**src/lcfec_defs.svh**
```systemverilog
`ifndef LCFEC_DEFS_SVH
`define LCFEC_DEFS_SVH
// timing, ramp and level constants
`define LCFEC_CLK_HZ        40000000
`define LCFEC_PWM_HZ        220
`define LCFEC_PWM_PERIOD    (`LCFEC_CLK_HZ / `LCFEC_PWM_HZ)
`define LCFEC_DEBOUNCE_US   10
`define LCFEC_DEBOUNCE_CYC  ((`LCFEC_CLK_HZ / 1000000) * `LCFEC_DEBOUNCE_US)
`define LCFEC_DEGLITCH_US   2
`define LCFEC_DEGLITCH_CYC  ((`LCFEC_CLK_HZ / 1000000) * `LCFEC_DEGLITCH_US)
`define LCFEC_STEPS         63
`define LCFEC_STEP_DEF      2000
`define LCFEC_LEVEL_MAX     8'hff
`endif

```
**src/lcfec_pkg.sv**
```systemverilog
package lcfec_pkg;
  typedef enum logic [1:0] {
    LCFEC_IDLE = 2'b00,
    LCFEC_UP   = 2'b01,
    LCFEC_DOWN = 2'b10
  } lcfec_ramp_t;

  // per-channel state
  typedef struct packed {
    logic [1:0]  sync;
    logic        stable;
    logic [15:0] dcnt;
    logic        on;
    lcfec_ramp_t ramp;
    logic [5:0]  step;
    logic [31:0] tcnt;
  } lcfec_chan_t;

  // fault inputs grouped
  typedef struct packed {
    logic short_f;
    logic open_f;
    logic therm_f;
  } lcfec_fault_t;
endpackage

```
**src/lcfec_top.sv**
```systemverilog
`timescale 1ns/1ps
`include "lcfec_defs.svh"
module lcfec_top #(
  parameter int unsigned STEP_UP_DEF = `LCFEC_STEP_DEF,
  parameter int unsigned DEBOUNCE    = `LCFEC_DEBOUNCE_CYC,
  parameter int unsigned PWM_PERIOD  = `LCFEC_PWM_PERIOD
) (
  input  wire logic                ref_clk,
  input  wire logic                reset_n,
  input  wire logic                main_enable_a,
  input  wire logic                main_enable_b,
  input  wire logic                backlight_enable,
  input  wire logic                pulse_mode,
  input  wire logic                int_pwm_mode,
  input  wire logic [1:0]          cmd_valid,
  input  wire logic [1:0]          cmd_on,
  input  wire logic [31:0]         fade_up_time_set,
  input  wire logic [31:0]         fade_down_time_set,
  input  wire lcfec_pkg::lcfec_fault_t fault_in,
  output logic [7:0]               main_output_a,
  output logic [7:0]               main_output_b,
  output logic                     main_pwm_a,
  output logic                     main_pwm_b,
  output logic                     backlight_output,
  output logic                     fault_flag_n_o,
  output logic                     fault_flag_n_oe,
  output logic [1:0]               chan_on_state,
  output lcfec_pkg::lcfec_fault_t  fault_flags
);
  // ==========================================
  // state
  typedef struct packed {
    lcfec_pkg::lcfec_chan_t [1:0] ch;
    logic [1:0]              bsync;
    logic [15:0]             bcnt;
    logic                    bl;
    logic [2:0][1:0]         fsync;
    lcfec_pkg::lcfec_fault_t flt;
    logic                    pwm_run;
    logic [31:0]             pcnt;
    logic [1:0][7:0]         lvl;
    logic [1:0]              pwm;
    logic [1:0]              ovr;
  } lcfec_state_t;

  lcfec_state_t s_q;
  lcfec_state_t s_d;

  // gamma curve: roughly quadratic over 63 steps
  function automatic logic [7:0] gamma(input logic [5:0] st);
    logic [11:0] sq;
    sq = 12'(st) * 12'(st);
    gamma = (st >= 6'(`LCFEC_STEPS)) ? `LCFEC_LEVEL_MAX : 8'(sq >> 4);
  endfunction

  logic [1:0] pins;
  assign pins = {main_enable_b, main_enable_a};

  // ==========================================
  // next state
  always_comb
  begin
    logic       trig;
    logic       want;
    logic [31:0] tset;
    s_d = s_q;
    trig = 1'b0;
    want = 1'b0;
    tset = 32'h0;
    for (int i = 0; i < 2; i++)
    begin
      s_d.ch[i].sync = {s_q.ch[i].sync[0], pins[i]};
      // debounce: level must hold DEBOUNCE cycles
      if (s_q.ch[i].sync[1] == s_q.ch[i].stable)
        s_d.ch[i].dcnt = 16'h0;
      else if (32'(s_q.ch[i].dcnt) >= DEBOUNCE - 1)
      begin
        s_d.ch[i].dcnt = 16'h0;
        s_d.ch[i].stable = s_q.ch[i].sync[1];
      end
      else
        s_d.ch[i].dcnt = s_q.ch[i].dcnt + 16'h1;
      trig = 1'b0;
      want = s_q.ch[i].on;
      // in level mode a command holds until the debounced pin level next moves
      if (cmd_valid[i])
        s_d.ovr[i] = 1'b1;
      else if (pulse_mode || (s_d.ch[i].stable != s_q.ch[i].stable))
        s_d.ovr[i] = 1'b0;
      if (cmd_valid[i])
      begin
        want = cmd_on[i];
        trig = (cmd_on[i] != s_q.ch[i].on);
      end
      else if (pulse_mode)
      begin
        // toggle on the qualified falling edge only
        if (s_q.ch[i].stable && !s_d.ch[i].stable)
        begin
          want = !s_q.ch[i].on;
          trig = 1'b1;
        end
      end
      else if (!s_q.ovr[i] && (s_q.ch[i].stable != s_q.ch[i].on))
      begin
        want = s_q.ch[i].stable;
        trig = 1'b1;
      end
      if (trig)
      begin
        s_d.ch[i].on = want;
        s_d.ch[i].tcnt = 32'h0;
        if (want)
        begin
          if (fade_up_time_set == 32'h0)
          begin
            s_d.ch[i].step = 6'(`LCFEC_STEPS);
            s_d.ch[i].ramp = lcfec_pkg::LCFEC_IDLE;
          end
          else
            s_d.ch[i].ramp = lcfec_pkg::LCFEC_UP;
        end
        else if (fade_down_time_set == 32'h0)
        begin
          s_d.ch[i].step = 6'h0;
          s_d.ch[i].ramp = lcfec_pkg::LCFEC_IDLE;
        end
        else
          s_d.ch[i].ramp = lcfec_pkg::LCFEC_DOWN;
      end
      else
      begin
        // step timer, separate up and down durations
        tset = (s_q.ch[i].ramp == lcfec_pkg::LCFEC_UP) ? fade_up_time_set : fade_down_time_set;
        case (s_q.ch[i].ramp)
          lcfec_pkg::LCFEC_UP, lcfec_pkg::LCFEC_DOWN:
          begin
            if (s_q.ch[i].tcnt + 32'h1 >= tset)
            begin
              s_d.ch[i].tcnt = 32'h0;
              // saturate at both ends so a reversal never wraps the step
              if (s_q.ch[i].ramp == lcfec_pkg::LCFEC_UP)
              begin
                if (s_q.ch[i].step < 6'(`LCFEC_STEPS))
                  s_d.ch[i].step = s_q.ch[i].step + 6'h1;
                if (s_q.ch[i].step >= 6'(`LCFEC_STEPS - 1))
                  s_d.ch[i].ramp = lcfec_pkg::LCFEC_IDLE;
              end
              else
              begin
                if (s_q.ch[i].step != 6'h0)
                  s_d.ch[i].step = s_q.ch[i].step - 6'h1;
                if (s_q.ch[i].step <= 6'h1)
                  s_d.ch[i].ramp = lcfec_pkg::LCFEC_IDLE;
              end
            end
            else
              s_d.ch[i].tcnt = s_q.ch[i].tcnt + 32'h1;
          end
          default:
            s_d.ch[i].tcnt = 32'h0;
        endcase
      end
      s_d.lvl[i] = gamma(s_q.ch[i].step);
    end
    // internal pwm runs once a command arrives in that mode
    if (!int_pwm_mode)
      s_d.pwm_run = 1'b0;
    else if (|cmd_valid)
      s_d.pwm_run = 1'b1;
    s_d.pcnt = (s_q.pcnt + 32'h1 >= PWM_PERIOD) ? 32'h0 : s_q.pcnt + 32'h1;
    for (int i = 0; i < 2; i++)
      s_d.pwm[i] = s_q.pwm_run ? (s_q.pcnt[31:0] < ((PWM_PERIOD * 32'(s_q.lvl[i])) >> 8)) : 1'b0;
    // backlight deglitch
    s_d.bsync = {s_q.bsync[0], backlight_enable};
    if (s_q.bsync[1] == s_q.bl)
      s_d.bcnt = 16'h0;
    else if (s_q.bcnt >= 16'(`LCFEC_DEGLITCH_CYC - 1))
    begin
      s_d.bcnt = 16'h0;
      s_d.bl = s_q.bsync[1];
    end
    else
      s_d.bcnt = s_q.bcnt + 16'h1;
    // fault sync and flags
    s_d.fsync[0] = {s_q.fsync[0][0], fault_in.short_f};
    s_d.fsync[1] = {s_q.fsync[1][0], fault_in.open_f};
    s_d.fsync[2] = {s_q.fsync[2][0], fault_in.therm_f};
    s_d.flt.short_f = s_q.fsync[0][1];
    s_d.flt.open_f  = s_q.fsync[1][1];
    s_d.flt.therm_f = s_q.fsync[2][1];
  end

  // ==========================================
  // registers
  always_ff @(posedge ref_clk or negedge reset_n)
  begin
    if (!reset_n)
      s_q <= '0;
    else
      s_q <= s_d;
  end

  // outputs straight from flops, except fault_flag_n_o tied low and fault_flag_n_oe decoded from the flags
  assign main_output_a    = s_q.lvl[0];
  assign main_output_b    = s_q.lvl[1];
  assign main_pwm_a       = s_q.pwm[0];
  assign main_pwm_b       = s_q.pwm[1];
  assign backlight_output = s_q.bl;
  assign chan_on_state    = {s_q.ch[1].on, s_q.ch[0].on};
  assign fault_flags      = s_q.flt;
  assign fault_flag_n_o   = 1'b0;
  assign fault_flag_n_oe  = !(|s_q.flt); // low enable = drive low

  // ==========================================
  // checks
  // any fault seen at the pins pulls the flag within the sync delay
  fault_pin_a: assert property (@(posedge ref_clk) disable iff (!reset_n)
    (|fault_in) |-> ##3 !fault_flag_n_oe) else $error("fault pin not driven");
  fault_rel_a: assert property (@(posedge ref_clk) disable iff (!reset_n)
    (!(|fault_in))[*5] |-> fault_flag_n_oe) else $error("fault pin stuck");
  cmd_over_a: assert property (@(posedge ref_clk) disable iff (!reset_n)
    cmd_valid[0] |=> s_q.ch[0].on == $past(cmd_on[0])) else $error("command ignored");
  inst_on_a: assert property (@(posedge ref_clk) disable iff (!reset_n)
    (cmd_valid[0] && cmd_on[0] && !s_q.ch[0].on && fade_up_time_set == 32'h0)
    |=> s_q.ch[0].step == 6'd63) else $error("instant on failed");
  inst_off_a: assert property (@(posedge ref_clk) disable iff (!reset_n)
    (cmd_valid[0] && !cmd_on[0] && s_q.ch[0].on && fade_down_time_set == 32'h0)
    |=> s_q.ch[0].step == 6'd0) else $error("instant off failed");
  up_ramp_a: assert property (@(posedge ref_clk) disable iff (!reset_n)
    (s_q.ch[0].ramp == lcfec_pkg::LCFEC_UP) |-> s_q.ch[0].on) else $error("ramp up while off");
  down_ramp_a: assert property (@(posedge ref_clk) disable iff (!reset_n)
    (s_q.ch[0].ramp == lcfec_pkg::LCFEC_DOWN) |-> !s_q.ch[0].on) else $error("ramp down while on");
  pwm_idle_a: assert property (@(posedge ref_clk) disable iff (!reset_n)
    !s_q.pwm_run |=> !main_pwm_a) else $error("pwm without command");
  lvl_hold_a: assert property (@(posedge ref_clk) disable iff (!reset_n)
    (!pulse_mode && !cmd_valid[0] && !s_q.ovr[0] && (s_q.ch[0].stable != s_q.ch[0].on))
    |=> s_q.ch[0].on == $past(s_q.ch[0].stable)) else $error("level mode mismatch");
  up_cov: cover property (@(posedge ref_clk) s_q.ch[0].ramp == lcfec_pkg::LCFEC_UP ##1
    s_q.ch[0].ramp == lcfec_pkg::LCFEC_DOWN);
  bl_cov: cover property (@(posedge ref_clk) $rose(backlight_output));
  flt_cov: cover property (@(posedge ref_clk) $fell(fault_flag_n_oe));
endmodule

```
**config.mk**
```make
export PLATFORM = sky130hd
export DESIGN_NAME = lcfec_top
export DESIGN_NICKNAME = d
export VERILOG_FILES = /design/src/lcfec_pkg.sv /design/src/lcfec_top.sv
export VERILOG_INCLUDE_DIRS = /design/src /design/src/src
export SDC_FILE = /design/constraint.sdc
export NUM_CORES = 1
export LEC_CHECK = 0
export ABC_AREA = 1
export BUFFER_PORTS_ARGS = -buffer_cell sky130_fd_sc_hd__clkbuf_2
export CAP_MARGIN = 25
export CORE_ASPECT_RATIO = 1.4
export CORE_UTILIZATION = 30
export CTS_BUF_LIST = sky130_fd_sc_hd__clkbuf_8
export DETAILED_ROUTE_END_ITERATION = 8
export SLEW_MARGIN = 30
export SYNTH_ARGS = -nofsm -noshare
export SYNTH_HDL_FRONTEND = slang
export SYNTH_SLANG_ARGS = --single-unit
```
**constraint.sdc**
```tcl
create_clock -name ref_clk -period 6 [get_ports ref_clk]
set_input_delay 0.6 -clock ref_clk [delete_from_list [all_inputs] [get_ports ref_clk]]
set_output_delay 0.6 -clock ref_clk [all_outputs]
set_load 0.005 [all_outputs]
```
**Word-level counts from Yosys, hierarchy flattened**

Index checks and enable logic that the tools add are counted.

- Add/sub/neg operators: 10
- Multiply operators: 4
- Order comparisons: 16
- Equality and inequality tests: 22
- Multiplexer cells: 65
- Bitwise gates (word level): 1
- Reductions and logical operators: 36

Operators with widths:

| kind | number |
|---|---|
| two-way mux 32 bit | 7 |
| adder 32 x 1 -> 32 bit (second input constant) | 3 |
| two-way mux 16 bit | 6 |
| two-way mux 40 bit | 2 |
| two-way mux 8 bit | 10 |
| >= comparator 32 bit | 2 |
| zero test 32 bit | 2 |
| < comparator 32 x 18 -> 1 bit | 2 |
| multiplier 17 x 8 -> 25 bit (first input constant) | 2 |
| adder 16 x 1 -> 16 bit (second input constant) | 3 |
| two-way mux 6 bit | 6 |
| >= comparator 16 x 9 -> 1 bit (second input constant) | 2 |
| >= comparator 32 x 18 -> 1 bit (second input constant) | 1 |
| two-way mux 1 bit | 29 |
| >= comparator 6 bit (second input constant) | 4 |
| multiplier 6 x 6 -> 12 bit | 2 |
| != test 3 x 2 -> 1 bit (second input constant) | 6 |
| >= comparator 16 x 7 -> 1 bit (second input constant) | 1 |
| adder 6 x 1 -> 6 bit (second input constant) | 2 |
| less-or-equal comparator 6 x 1 -> 1 bit (second input constant) | 2 |
| < comparator 6 bit (second input constant) | 2 |
| AND reduction 6 bit | 2 |
| nonzero test 2 bit | 6 |
| nonzero test 3 bit | 4 |
| other kinds (18) | 46 |

- Register bits after elaboration: 201
- Input port bits: 78
- Output and inout bits: 26
- Word-level logic and storage cells: 184

**Depth between registers and ports, before layout**

- Depth after elaboration: 10
- Depth in mapped cells: 27
- Mapped depth without buffers: 27

**Worst setup path after synthesis**

OpenSTA, ideal clock, no wires.

- Kind: reg2reg
- Start point: register s_q (netlist bit main_output_b[2])
- End point: register s_q (netlist bit main_pwm_b)
- Library setup time: 0.077 ns
- Arrival: 4.725 ns
- Data required time: 5.923 ns
- Path slack: 1.198 ns
- Cell stages (with the launch flop): 27
- Buffers on the path: 0
- Clock period less this slack: 4.802 ns
- Path through: dfrtp_1 -> inv_1 -> fa_1 -> inv_1 -> ha_1 -> inv_1 -> fa_1 -> inv_1 -> fa_1 -> ha_1 -> nand2_1 -> nand2_1 -> a31oi_1 -> o21ai_0 -> a21boi_0 -> o21ai_0 -> nand2_1 -> nand2_1 -> nand2_1 -> nand2_1 -> ha_1 -> nand2_1 -> nor2_1 -> a211oi_1 -> o221a_2 -> nand2_1 -> a21oi_1

RTL lines:

| element | RTL line | source |
|---|---|---|
| start: declaration | lcfec_top.sv:46 | `lcfec_state_t s_q;` |
| start signal: assignment | lcfec_top.sv:199 | `s_q <= '0;` |
| start signal: assignment | lcfec_top.sv:201 | `s_q <= s_d;` |

==> tab_implementation.tex <==
\begin{tabular}{lr}
\hline
Metric & Value \\
\hline
\multicolumn{2}{l}{\textbf{STA}} \\
Number of max-slew violations in the final report & 0 \\
Final period utilization & 89.7\% \\
Final hold violation count & 3 \\
Final-layout worst hold slack & -5.88 ps \\
Peak clock frequency supported by timing & 186 MHz \\
Final Critical Period & 5380 ps \\
Total Negative Setup Slacks & 0 ps \\
Final number of setup-violating endpoints & 0 \\
Largest clock skew in the final design & 37.1 ps \\
Unrepaired setup endpoints after global routing & no \\
Worst slew margin relative to its limit & 36.8\% \\
Slew at the pin with the worst max-slew slack & 940 ps \\
\multicolumn{2}{l}{\textbf{Critical path}} \\
CP max stage cell & fa\_1 \\
Reg2reg end & main\_pwm\_b \\
R2R setup slack & 620 ps \\
Data required, critical path & 6480 ps \\
Critical Path Source & main\_output\_b[2] \\
Crit Path Class & register to register \\
Critical Path Fanout Max & 6 \\
End point of the critical path & main\_pwm\_b \\
Cell seen most often among critical-path stages & nand2\_1 \\
Category of the worst setup path launch point & register \\
Longest individual stage delay on the worst path & 550 ps \\
Critical Path AT & 5860 ps \\
Critical path capture point type & register \\
Launch point of the worst reg-to-reg path & main\_output\_b[2] \\
R2R depth & 26 \\
\multicolumn{2}{l}{\textbf{Finish}} \\
Fraction of final layout cells with drive strength greater than 1 & 7.74\% \\
Area taken by flip-flops and latches & 5030 um2 \\
Final Net Count & 3,058 \\
End-of-flow core utilization & 33.9\% \\
Multi-input gate area & 12,200 um2 \\
Post-Layout Inst Area & 21,400 um2 \\
Fill cell instance count of the final layout & 6,780 \\
Area growth from synthesis to layout & 11.9\% \\
\multicolumn{2}{l}{\textbf{Power}} \\
Largest vdd supply drop & 0.000433 V \\
Leakage dissipation & 11.3 nW \\
Cell Pwr Density & 584 nW/um2 \\
Post-layout power & 12.5 mW \\
\multicolumn{2}{l}{\textbf{Synth}} \\
Yosys warnings & 0 \\
Synth top cells by count & nand2\_1 (512), inv\_1 (438), ha\_1 (265) \\
Synth area leader & dfrtp\_1 \\
Number of different library cells in the post-synthesis netlist & 56 \\
Dominant cell by count in the synthesized netlist & nand2\_1 \\
Number of flops mapped to enable cells by yosys & 0 \\
Prevailing post-synth register cell & dfrtp\_1 \\
Synthesized area per cell & 7.54 um2 \\
Number of flip-flops and latches in the synthesized netlist & 201 \\
Biggest area contributors in the synthesized netlist & dfrtp\_1 (26\%), ha\_1 (17\%), nand2\_1 (10\%) \\
Post-Synthesis Cells & 2,531 \\
Fraction of registers with async set or reset after synthesis & 100\% \\
Yosys top cell area share & 26.3\% \\
Syn Std Cell Area & 19,100 um2 \\
Share of the yosys chip area belonging to registers & 26.3\% \\
\multicolumn{2}{l}{\textbf{Die}} \\
Initial standard-cell utilization of the core & 30.3\% \\
Standard-cell row count & 109 \\
Die Ht & 300 um \\
I/O pin total & 104 \\
Die Width & 215 um \\
Core box area & 63,000 um2 \\
Area of the die & 64,700 um2 \\
\multicolumn{2}{l}{\textbf{Placement}} \\
Area after detailed placement & 20,500 um2 \\
Number of buffer cells added on primary ports & 102 \\
Final weighted congestion of routability-driven global placement & 0.922 \\
Half-perimeter wire length of the detailed placement result & 40,600 um \\
\multicolumn{2}{l}{\textbf{Detailed routing}} \\
Drt initial violations & 776 \\
Vias per cell & 4.66 \\
Detailed-route DRC error count & 0 \\
Via count & 16,345 \\
Post-DR wirelength/cell & 14.1 um \\
TritonRoute pass-1 iters & 5 \\
Final wirelength & 49,300 um \\
Antenna Nets Post-Route & 0 \\
\multicolumn{2}{l}{\textbf{Clock network}} \\
Resized cells post-CTS & 0 \\
Total of hold buffers inserted after clock tree synthesis & 0 \\
CTS H-tree lvls & 2 \\
Sinks on the clock net & 201 \\
Setup Buffers After CTS & 0 \\
TritonCTS buffer count & 38 \\
TritonCTS clock tree & built \\
Clock transition time at the flip-flop clock pins of the worst setup and hold paths & 60 ps \\
Max Root-Sink Buffers & 3 \\
Buffer cell driving the clock tree root & clkbuf\_8 \\
Worst-skew pair later-pin latency & 590 ps \\
\multicolumn{2}{l}{\textbf{Run}} \\
Max-capacitance violation count & 0 \\
\multicolumn{2}{l}{\textbf{GRT}} \\
Antenna violations before repair & 1 \\
All-layer global routing usage & 15.5\% \\
Via count of the first global-routing pass & 16,503 \\
Wire length of the first global-routing pass & 81,000 um \\
Pin count of the biggest net entering global routing & 119 \\
Total overflow reported by the global router & 0 \\
\multicolumn{2}{l}{\textbf{Min path}} \\
Worst min-delay path class & primary input to asynchronous set/reset pin \\
\multicolumn{2}{l}{\textbf{Status}} \\
Status & complete, but fails checks \\
Violations in the final reports & negative hold slack \\
\hline
\end{tabular}
-- worst max-delay path, delay by kind of cell (launching register included) --
kind	cells	cell delay, ps
compound gates	7	1560
flops	1	470
simple gates	9	610
buf+inv	4	290
fa+ha+maj	6	2350
-- layer usage --
layer	track usage, %	part of all wire, %	vias up
li1	-	-	8383
met1	16.7	39	7528
met2	29.8	53	320
met3	1.84	3.3	114
met4	7.60	4.6	0
met5	0	0	-
-- where the power goes --
part / leakage [nW] / total, mW / switching [mW] / internal (mW)
Combinational: 8.19 / 9.22 / 5.75 / 3.47
Sequential: 2.62 / 1.75 / 0.256 / 1.49
Clock: 0.463 / 1.51 / 0.625 / 0.882
Total: 11.3 / 12.5 / 6.63 / 5.85
-- logic make-up (layout without fill, tap and decap cells) --
group           count (synthesis)  in the layout  synth area share [%]
flops                         201            201                  26.3
other cells                     1             39                0.0196
compound gates                298            298                  8.52
simple gates                 1073           1073                  24.8
buf+inv                       502            610                  10.4
xor+xnor                      126            126                  5.78
fa+ha+maj                     330            330                  24.2
-- stage by stage --
step | hold slack, ps | instances | worst slack (ps)
floorplan | 304 | 2568 | 1200
global placement | 334 | 3442 | 684
detailed placement | 337 | 3442 | 613
CTS | 2.42 | 3508 | 593
global route | 23.5 | 3509 | 176
finish | -5.88 | 3509 | 616
-- state kept, by name, summed over array words and instances, names as in the netlist --
signal / flops
main_pwm_b: 1
s_q: 168
s_d: 9
main_output_b: 8
backlight_output: 1
main_pwm_a: 1
fault_flags: 3
chan_on_state: 2
main_output_a: 8
-- cell usage in the layout, fill, tap and decap left out, drive strengths merged, types with 3 or more instances in the layout --
cell type and n:
o21ai 147, nor4 35, conb 38, bufinv 4
or2 12, nor3 80, clkbuf 148, ha 265
fa 65, nor2 249, nor3b 13, o21a 7
dfrtp 201, nand3b 11, nand4 57, o211ai 3
xor2 97, nand2 513, a21oi 105, nand3 98
a211oi 7, clkinv 7, buf 4, o21bai 8
xnor2 29, inv 447
-- how the worst min path moves through the flow --
stage                                  end  slack (ps)  cells after the start
after floorplan           backlight_output         300                      0
after global routing              s_q[143]          20                      1
final                             s_q[142]          -6                      1
after global placement             s_q[80]         330                      0
after CTS                         s_q[142]           2                      1
after detailed placement           s_d[55]         340                      0
-- layout make-up --
type	instances	share of cell area, %
repair buffers	105	2.60
well taps	832	4.87
multi-input cells	1865	57.3
diodes	1	0.0117
inverters	439	7.72
flip-flops and latches	201	23.6
clock inverters	19	0.914
clock buffers	47	3.03
Note: power is estimated with default switching activity, not from simulation.
